File: src/rtl/rsc_cfg.svh
`ifndef RSC_CFG_SVH
`define RSC_CFG_SVH

// Serial framing
`define RSC_CMD_BITS 4'h8
`define RSC_LAST_BIT 3'h7
`define RSC_RD_BIT 0
`define RSC_CLKOUT_DIS_BIT 7

// Seconds register write command (bit 0 low selects a write)
`define RSC_SEC_WR_CMD 8'h80

// Reset values
`define RSC_CLKOUT_DIS_RST 1'h0
`define RSC_UNDERRUN_BYTE 8'h00

// Read data buffer
`define RSC_FIFO_WIDTH 8
`define RSC_FIFO_DEPTH 32

`endif

File: src/rtl/rsc_pkg.sv
`default_nettype none
package rsc_pkg;

  typedef enum logic [3:0] {
    PH_IDLE = 4'b0001,
    PH_CMD = 4'b0010,
    PH_RD = 4'b0100,
    PH_WR = 4'b1000
  } rsc_phase_t;

  typedef struct packed {
    logic [7:0] code;
    logic rd;
  } rsc_cmd_t;

  typedef struct packed {
    logic [7:0] code;
    logic [7:0] data;
  } rsc_wr_t;

  typedef struct packed {
    logic [1:0] cs_s;
    logic [1:0] sclk_s;
    logic [1:0] io_s;
    logic [1:0] xtal_s;
    logic sclk_d;
    rsc_phase_t phase;
    logic [2:0] bit_cnt;
    logic [7:0] sh;
    logic [7:0] cmd;
    logic [7:0] obyte;
    logic drive;
    logic io_out;
    logic clkout_dis;
    logic clkout;
    logic first_wr;
    logic cmd_valid;
    logic wr_valid;
    rsc_wr_t wr;
  } rsc_state_t;

endpackage : rsc_pkg
`default_nettype wire

File: src/rtl/rsc_serial.sv
// Summary of operation
// - Last command bit taken on eighth rise
// - Read drive starts at eighth falling edge
// - Output bits change on falling edges
// - Data pin released at following rising edge
// - Read bytes go out LSB first
// - Extra clocks keep bursting data while selected
// - Seconds bit 7 is active-low clock enable
// - Enable low drives output, high floats it
// - Enabled output carries crystal square wave
// - Reset leaves crystal output enabled
// - Reset returns all state to defaults
// - Select frames transfers; pin floats when low
// - First eight bits are the command byte
// - Input bits sampled on rises, LSB first
`timescale 1ns/1ns
`default_nettype none
`include "rsc_cfg.svh"

module rsc_serial
  import rsc_pkg::*;
(
  input wire logic clk_i,
  input wire logic rst_n_i,
  // Serial link pins
  input wire logic cs_i,
  input wire logic sclk_i,
  input wire logic io_i,
  output logic io_o,
  output logic io_oe_n_o,
  // Crystal oscillator and its buffered output pin
  input wire logic xtal_i,
  output logic crystal_clock_output_o,
  output logic crystal_clock_output_oe_n_o,
  // Read data supplied by the register side
  input wire logic rd_valid_i,
  output logic rd_ready_o,
  input wire logic [7:0] rd_data_i,
  // Decoded command and received write bytes
  output logic cmd_valid_o,
  output rsc_cmd_t cmd_o,
  output logic wr_valid_o,
  output rsc_wr_t wr_o
);

  // Limits of this port:
  // - every pin level must last one system clock to be sure of being seen;
  // - read data reaches the pin about three system clocks after the
  //   host's falling edge, so the host must keep the clock low longer;
  // - write bytes are handed on as they arrive, and only the first byte
  //   after the seconds write command moves the clock output enable;
  // - factory test codes are not screened; avoiding them is the host's duty.

  rsc_state_t s_r, s_nxt;
  logic sclk_rise, sclk_fall, cs_on;
  logic [7:0] in_byte;
  logic fifo_valid, fifo_pop;
  logic [7:0] fifo_data;
  logic rd_fall, byte_start, byte_done, sec_first;
  logic [7:0] next_byte;
  logic next_bit;

  // ----------------------------------------------------------------
  // Read data buffer
  // ----------------------------------------------------------------
  // Drained only on serial clock edges, so a slow host lets it fill
  // and rd_ready_o then stalls the register side.
  rsc_fifo #(
    .W(`RSC_FIFO_WIDTH),
    .D(`RSC_FIFO_DEPTH)
  ) u_fifo (
    .clk_i(clk_i),
    .rst_n_i(rst_n_i),
    .in_valid_i(rd_valid_i),
    .in_ready_o(rd_ready_o),
    .in_data_i(rd_data_i),
    .out_valid_o(fifo_valid),
    .out_ready_i(fifo_pop),
    .out_data_o(fifo_data)
  );

  // ----------------------------------------------------------------
  // Edge detection on synchronised pins
  // ----------------------------------------------------------------
  assign cs_on = s_r.cs_s[1];
  assign sclk_rise = s_r.sclk_s[1] && !s_r.sclk_d;
  assign sclk_fall = !s_r.sclk_s[1] && s_r.sclk_d;
  assign in_byte = {s_r.io_s[1], s_r.sh[7:1]};

  // ----------------------------------------------------------------
  // Transfer events
  // ----------------------------------------------------------------
  // Each event rests on one detected pin edge, so a pin level shorter
  // than one system clock can be lost as a whole rather than half taken.
  // The bit counter wraps on its own, which is what keeps a burst going.
  assign rd_fall = cs_on && (s_r.phase == PH_RD) && sclk_fall;
  assign byte_start = (s_r.bit_cnt == 3'h0);
  assign byte_done = sclk_rise && (s_r.bit_cnt == `RSC_LAST_BIT);
  assign sec_first = s_r.first_wr && (s_r.cmd == `RSC_SEC_WR_CMD);
  assign fifo_pop = rd_fall && byte_start && fifo_valid;

  // ----------------------------------------------------------------
  // Read bit selection
  // ----------------------------------------------------------------
  // An empty buffer sends the filler byte instead of stalling: the
  // host clocks at its own pace and cannot wait for the device, so a
  // late register side shows up as filler, not as a shifted stream.
  assign next_byte = fifo_valid ? fifo_data : `RSC_UNDERRUN_BYTE;
  assign next_bit = byte_start ? next_byte[0] : s_r.obyte[s_r.bit_cnt];

  // ----------------------------------------------------------------
  // Next state
  // ----------------------------------------------------------------
  always_comb begin
    s_nxt = s_r;
    // Every pin passes two flops before any decision reads it; the edge
    // detector compares the second flop with its own delayed copy.
    s_nxt.cs_s = {s_r.cs_s[0], cs_i};
    s_nxt.sclk_s = {s_r.sclk_s[0], sclk_i};
    s_nxt.io_s = {s_r.io_s[0], io_i};
    s_nxt.xtal_s = {s_r.xtal_s[0], xtal_i};
    s_nxt.sclk_d = s_r.sclk_s[1];
    s_nxt.clkout = s_r.xtal_s[1];
    s_nxt.cmd_valid = 1'b0;
    s_nxt.wr_valid = 1'b0;

    if (!cs_on) begin
      // Deselect ends any transfer at once and floats the pin
      s_nxt.phase = PH_IDLE;
      s_nxt.bit_cnt = 3'h0;
      s_nxt.drive = 1'b0;
    end else begin
      unique case (s_r.phase)
        PH_IDLE: begin
          // Select just rose; a clock already high is not an edge
          s_nxt.phase = PH_CMD;
          s_nxt.bit_cnt = 3'h0;
        end
        PH_CMD: begin
          if (sclk_rise) begin
            s_nxt.sh = in_byte;
            s_nxt.bit_cnt = s_r.bit_cnt + 3'h1;
            if (byte_done) begin
              s_nxt.cmd = in_byte;
              s_nxt.cmd_valid = 1'b1;
              s_nxt.first_wr = 1'b1;
              s_nxt.phase = in_byte[`RSC_RD_BIT] ? PH_RD : PH_WR;
            end
          end
        end
        PH_RD: begin
          if (sclk_fall) begin
            // Byte boundary: load the next byte, underrun sends filler
            if (byte_start) begin
              s_nxt.obyte = next_byte;
            end
            s_nxt.io_out = next_bit;
            s_nxt.drive = 1'b1;
            s_nxt.bit_cnt = s_r.bit_cnt + 3'h1;
          end else if (sclk_rise) begin
            // Let go at once: the host may turn the line around from here
            s_nxt.drive = 1'b0;
          end
        end
        PH_WR: begin
          if (sclk_rise) begin
            s_nxt.sh = in_byte;
            s_nxt.bit_cnt = s_r.bit_cnt + 3'h1;
            if (byte_done) begin
              s_nxt.wr_valid = 1'b1;
              s_nxt.wr.code = s_r.cmd;
              s_nxt.wr.data = in_byte;
              s_nxt.first_wr = 1'b0;
              if (sec_first) begin
                s_nxt.clkout_dis = in_byte[`RSC_CLKOUT_DIS_BIT];
              end
            end
          end
        end
        default: begin
          s_nxt.phase = PH_IDLE;
        end
      endcase
    end
  end

  // ----------------------------------------------------------------
  // State register
  // ----------------------------------------------------------------
  always_ff @(posedge clk_i) begin
    if (!rst_n_i) begin
      s_r <= '0;
      s_r.phase <= PH_IDLE;
      // Clock output comes back enabled long before any write can reach it
      s_r.clkout_dis <= `RSC_CLKOUT_DIS_RST;
    end else begin
      s_r <= s_nxt;
    end
  end

  // ----------------------------------------------------------------
  // Outputs
  // ----------------------------------------------------------------
  // Both enables come from flops, so neither pin can glitch on a path
  // from the synchronised inputs.
  assign io_o = s_r.io_out;
  assign io_oe_n_o = !s_r.drive;
  assign crystal_clock_output_o = s_r.clkout;
  assign crystal_clock_output_oe_n_o = s_r.clkout_dis;
  assign cmd_valid_o = s_r.cmd_valid;
  assign cmd_o.code = s_r.cmd;
  assign cmd_o.rd = s_r.cmd[`RSC_RD_BIT];
  assign wr_valid_o = s_r.wr_valid;
  assign wr_o = s_r.wr;

endmodule : rsc_serial

`default_nettype wire

File: src/rtl/rsc_fifo.sv
`timescale 1ns/1ns
`default_nettype none

module rsc_fifo #(
  parameter int W = 8,
  parameter int D = 32
) (
  input wire logic clk_i,
  input wire logic rst_n_i,
  input wire logic in_valid_i,
  output logic in_ready_o,
  input wire logic [W-1:0] in_data_i,
  output logic out_valid_o,
  input wire logic out_ready_i,
  output logic [W-1:0] out_data_o
);
  localparam int AW = $clog2(D);

  typedef struct packed {
    logic [D-1:0][W-1:0] mem;
    logic [AW-1:0] rd;
    logic [AW-1:0] wr;
    logic [AW:0] cnt;
  } rsc_fifo_st_t;

  rsc_fifo_st_t s_r, s_nxt;
  logic push, pop;

  assign in_ready_o = (s_r.cnt != (AW+1)'(D));
  assign out_valid_o = (s_r.cnt != '0);
  assign out_data_o = s_r.mem[s_r.rd];
  assign push = in_valid_i && in_ready_o;
  assign pop = out_valid_o && out_ready_i;

  always_comb begin
    s_nxt = s_r;
    if (push) begin
      s_nxt.mem[s_r.wr] = in_data_i;
      s_nxt.wr = (s_r.wr == AW'(D-1)) ? '0 : s_r.wr + AW'(1);
    end
    if (pop) begin
      s_nxt.rd = (s_r.rd == AW'(D-1)) ? '0 : s_r.rd + AW'(1);
    end
    if (push && !pop) begin
      s_nxt.cnt = s_r.cnt + (AW+1)'(1);
    end else if (pop && !push) begin
      s_nxt.cnt = s_r.cnt - (AW+1)'(1);
    end
  end

  always_ff @(posedge clk_i) begin
    if (!rst_n_i) begin
      s_r <= '0;
    end else begin
      s_r <= s_nxt;
    end
  end

endmodule : rsc_fifo

`default_nettype wire

File: config.mk
export PLATFORM = sky130hd
export DESIGN_NAME = rsc_serial
export DESIGN_NICKNAME = d
export VERILOG_FILES = /design/src/rtl/rsc_pkg.sv /design/src/rtl/rsc_serial.sv /design/src/rtl/rsc_fifo.sv
export VERILOG_INCLUDE_DIRS = /design/src /design/src/rtl
export SDC_FILE = /design/constraint.sdc
export NUM_CORES = 1
export LEC_CHECK = 0
export BUFFER_PORTS_ARGS = -buffer_cell sky130_fd_sc_hd__buf_2
export CORE_ASPECT_RATIO = 1.4
export CORE_MARGIN = 2
export CORE_UTILIZATION = 60
export DETAILED_ROUTE_END_ITERATION = 6
export PLACE_DENSITY_LB_ADDON = 0.12
export SLEW_MARGIN = 0
export SYNTH_ARGS = -nofsm -noshare
export SYNTH_HDL_FRONTEND = slang
export SYNTH_SLANG_ARGS = --single-unit
File: constraint.sdc
create_clock -name clk_i -period 4.75 [get_ports clk_i]
set_input_delay 0.95 -clock clk_i [delete_from_list [all_inputs] [get_ports clk_i]]
set_output_delay 0.95 -clock clk_i [all_outputs]
set_load 0.005 [all_outputs]
==> qor.txt <==
Outcome - complete, no violations
Clk Latency, worst-skew pair - 0.51 ns
Post-synth top flop - dfxtp_1
Top cell type by total area after synthesis - dfxtp_1
WL per Instance - 18.6 µm
Dominant cells by area after synthesis - dfxtp_1 (45%), mux2i_1 (22%), mux4_2 (8.1%)
CP Cell Sequence - or4b_4, or4_4, or2_1, ha_1, inv_1, ha_1, and4b_1, a311oi_1, o311ai_0, xnor2_1, nor2_1
YS warnings - 0
Synth Area per Inst - 10.3 µm²
Setup crit end kind - register
Critical path class - reg2reg
Max FO, Critical Path - 11
Max VDD drop - 0.354 mV
Skew final - 0.00903 ns
Core Region - 24100 µm²
Final Slew Violations - 0
Die Area - 25800 µm²
Boundary Pins - 47
Global-route wire length before repair - 51300 µm
N_diodes - 0
Post-CTS Setup Bufs - 0
Vias per cell - 5.82
Post-synth EDFFs - 0
Antenna-violating nets left - 0
Reg area - 6690 µm²
GR Overflow Total - 0
Row cnt - 67
Unique masters post-synth - 57
Share of the synthesized area in the top cell type - 45.4%
Multi-input gate area - 7370 µm²
Layout cells sized above 1 - 13.0%
Pin count of the biggest net entering global routing - 202
Area grow syn2layout - 8.32%
Setup WS pre-CTS - 1.03 ns
Setup TNS - 0 ns
Most used cell, CP - ha_1
CTS buffer count - 34
Clock sinks - 334
Area of the mapped netlist - 14700 µm²
Syn nets - 1460
CP max stage delay - 0.55 ns
RSZ-0062 raised after global routing - no
Clock slew seen by the registers of the worst setup and hold paths - 0.06 ns
Post-Route WL - 32000 µm
Fill count - 1912
Fin crit share - 79.8%
H-tree depth - 2
Initial Util - 61.2%
HPWL after DPL - 20000 µm
Fin. Hold Viols - 0
Sequential fraction of the synthesis area - 45.4%
CP max stage cell - or4b_4
Antenna violations before repair - 0
Hold depth - 1
Cts-stage hold buffer count - 0
Drt pass-1 iters - 4
Post-synth ARST share - 0%
Vias - 10005
Setup-failing EPs final - 0
Yosys reg bits - 334
Post-CTS sizing - 0
Clock tree buffer depth - 3
Final setup margin - 0.961 ns
Port Buf Inserts - 46
Tmin final - 3.79 ns
Max Cap Violations - 0
CP arrival - 4.16 ns
Most frequent cell after synthesis - dfxtp_1
Post-route DRC - 0
CTS tree - built
Worst setup SP type - register
Die height - 189 µm
Worst Hold Class - reg2reg
Tot GR Track Use - 25.1%
DRT iter0 DRCs - 638
Root Buffer - clkbuf_16
Mapped Cells - 1427
Leak pwr - 7.91 nW
Slew Limit Headroom - 24.5%
Worst-case reg-to-reg path depth - 11
PwrDens - 376 nW/µm²
Synth cell count leaders - dfxtp_1 (334), mux2i_1 (322), nor2_1 (309), clkbuf_1 (90), mux4_2 (53)
CP Data Required Time - 5.12 ns
Nets - 1418
GP Congestion - 0.809
Die X - 136 µm
Slew @ Worst Pin - 1.13 ns
Vias in the first global route - 9521
Achievable Freq - 264 MHz
[cells by family after synthesis]
family	synth area share (%)
AOI/OAI and AO/OA	3.47
xor gates and xnor gates	0.416
adders and majority gates	1.58
buffers and inverters	4.58
DFF	45.4
muxes	31.0
and+or+nand+nor	13.5
[cell type report]
cell class	instances	share of cell area, %
well taps	310	2.43
inverters	15	0.400
multi-input cells	945	46.2
flip-flops and latches	334	41.9
repair buffers	55	1.94
clock inverters	12	0.721
clock buffers	48	6.37
[per-layer routing]
layer / share of wire [%] / global-route usage (%)
met3: 3.5 / 2.92
met1: 43 / 31.7
met2: 50 / 43.9
met5: 0 / 0
met4: 3.6 / 9.29
[flip-flops by register name, indices dropped and copies added, names as in the netlist]
signal,cells
cmd_valid_o,1
crystal_clock_output_oe_n_o,1
io_o,1
u_fifo.s_r,272
in_byte,8
wr_o,16
s_nxt,6
s_r,18
wr_valid_o,1
crystal_clock_output_o,1
cs_on,1
cmd_o,8
[per-stage QoR]
stage	hold WS, ns	utilization [%]	cells	cell area, µm²	power [W]
3_3_place_gp	0.417	61.6	1659	14800	0.00336
6_report	0.436	66.3	1719	16000	0.00601
3_5_place_dp	0.421	61.6	1659	14800	0.00337
4_1_cts	0.439	66.3	1719	16000	0.00605
5_1_grt	0.458	66.3	1719	16000	0.00622
2_1_floorplan	0.411	-	1427	14700	0.00326
[worst max-delay path, delay by kind of cell, from the launching register on]
kind                       cells  cell delay, ns
DFF                            1            0.53
AOI/OAI and AO/OA              2            0.42
buffers and inverters          1            0.19
and+or+nand+nor                5            1.71
xor gates and xnor gates       1            0.17
adders and majority gates      2            0.62
[report_power, final]
group | switching, W | internal [W] | total [W] | leakage [nW]
sequential | 0.0000352 | 0.00284 | 0.00288 | 2.70
combinational | 0.000275 | 0.000160 | 0.000434 | 4.66
clock | 0.00109 | 0.00160 | 0.00269 | 0.559
total | 0.00140 | 0.00461 | 0.00601 | 7.91
[worst paths after layout]
| kind | startpoint | to | slack [ns] |
|---|---|---|---|
| worst max-delay path | s_r[52]$_SDFFE_PN0P_ | u_fifo.s_r[5]$_SDFFE_PN0P_ | 0.96 |
| worst min-delay path | s_nxt[19]$_SDFF_PN0_ | crystal_clock_output_o$_SDFF_PN0_ | 0.44 |
| worst max register to register | s_r[52]$_SDFFE_PN0P_ | u_fifo.s_r[5]$_SDFFE_PN0P_ | 0.96 |
| worst min register to register | s_nxt[19]$_SDFF_PN0_ | crystal_clock_output_o$_SDFF_PN0_ | 0.44 |
[cells in the final DEF, fill, tap and decap left out, types with 3 or more instances in the layout]
| cell type | netlist | layout |
|---|---|---|
| dfxtp_1 | 334 | 331 |
| mux2i_1 | 322 | 322 |
| nor2_1 | 309 | 309 |
| mux4_2 | 53 | 53 |
| buf_2 | 8 | 46 |
| clkbuf_16 | 0 | 37 |
| nand3_1 | 36 | 36 |
| nand2_1 | 34 | 34 |
| a21oi_1 | 18 | 18 |
| ha_1 | 17 | 17 |
| nor3_1 | 15 | 15 |
| inv_1 | 14 | 14 |
| mux2_2 | 14 | 14 |
| o22ai_1 | 13 | 13 |
| nor3b_1 | 12 | 12 |
| and2_1 | 11 | 11 |
| o21ai_0 | 9 | 9 |
| o211ai_1 | 8 | 8 |
| clkinv_2 | 0 | 8 |
| buf_4 | 25 | 8 |
| a32oi_1 | 7 | 7 |
| a221oi_1 | 6 | 6 |
| clkbuf_1 | 90 | 6 |
| and3_1 | 5 | 5 |
| clkbuf_8 | 0 | 5 |
| xor2_1 | 4 | 4 |
| nor4_1 | 4 | 4 |
| or4_1 | 3 | 3 |
| xnor2_1 | 3 | 3 |
| nand2b_1 | 3 | 3 |
| o21a_1 | 3 | 3 |
| nor2b_1 | 3 | 3 |
| nor4b_1 | 3 | 3 |
(Power assumes the default switching activity.)
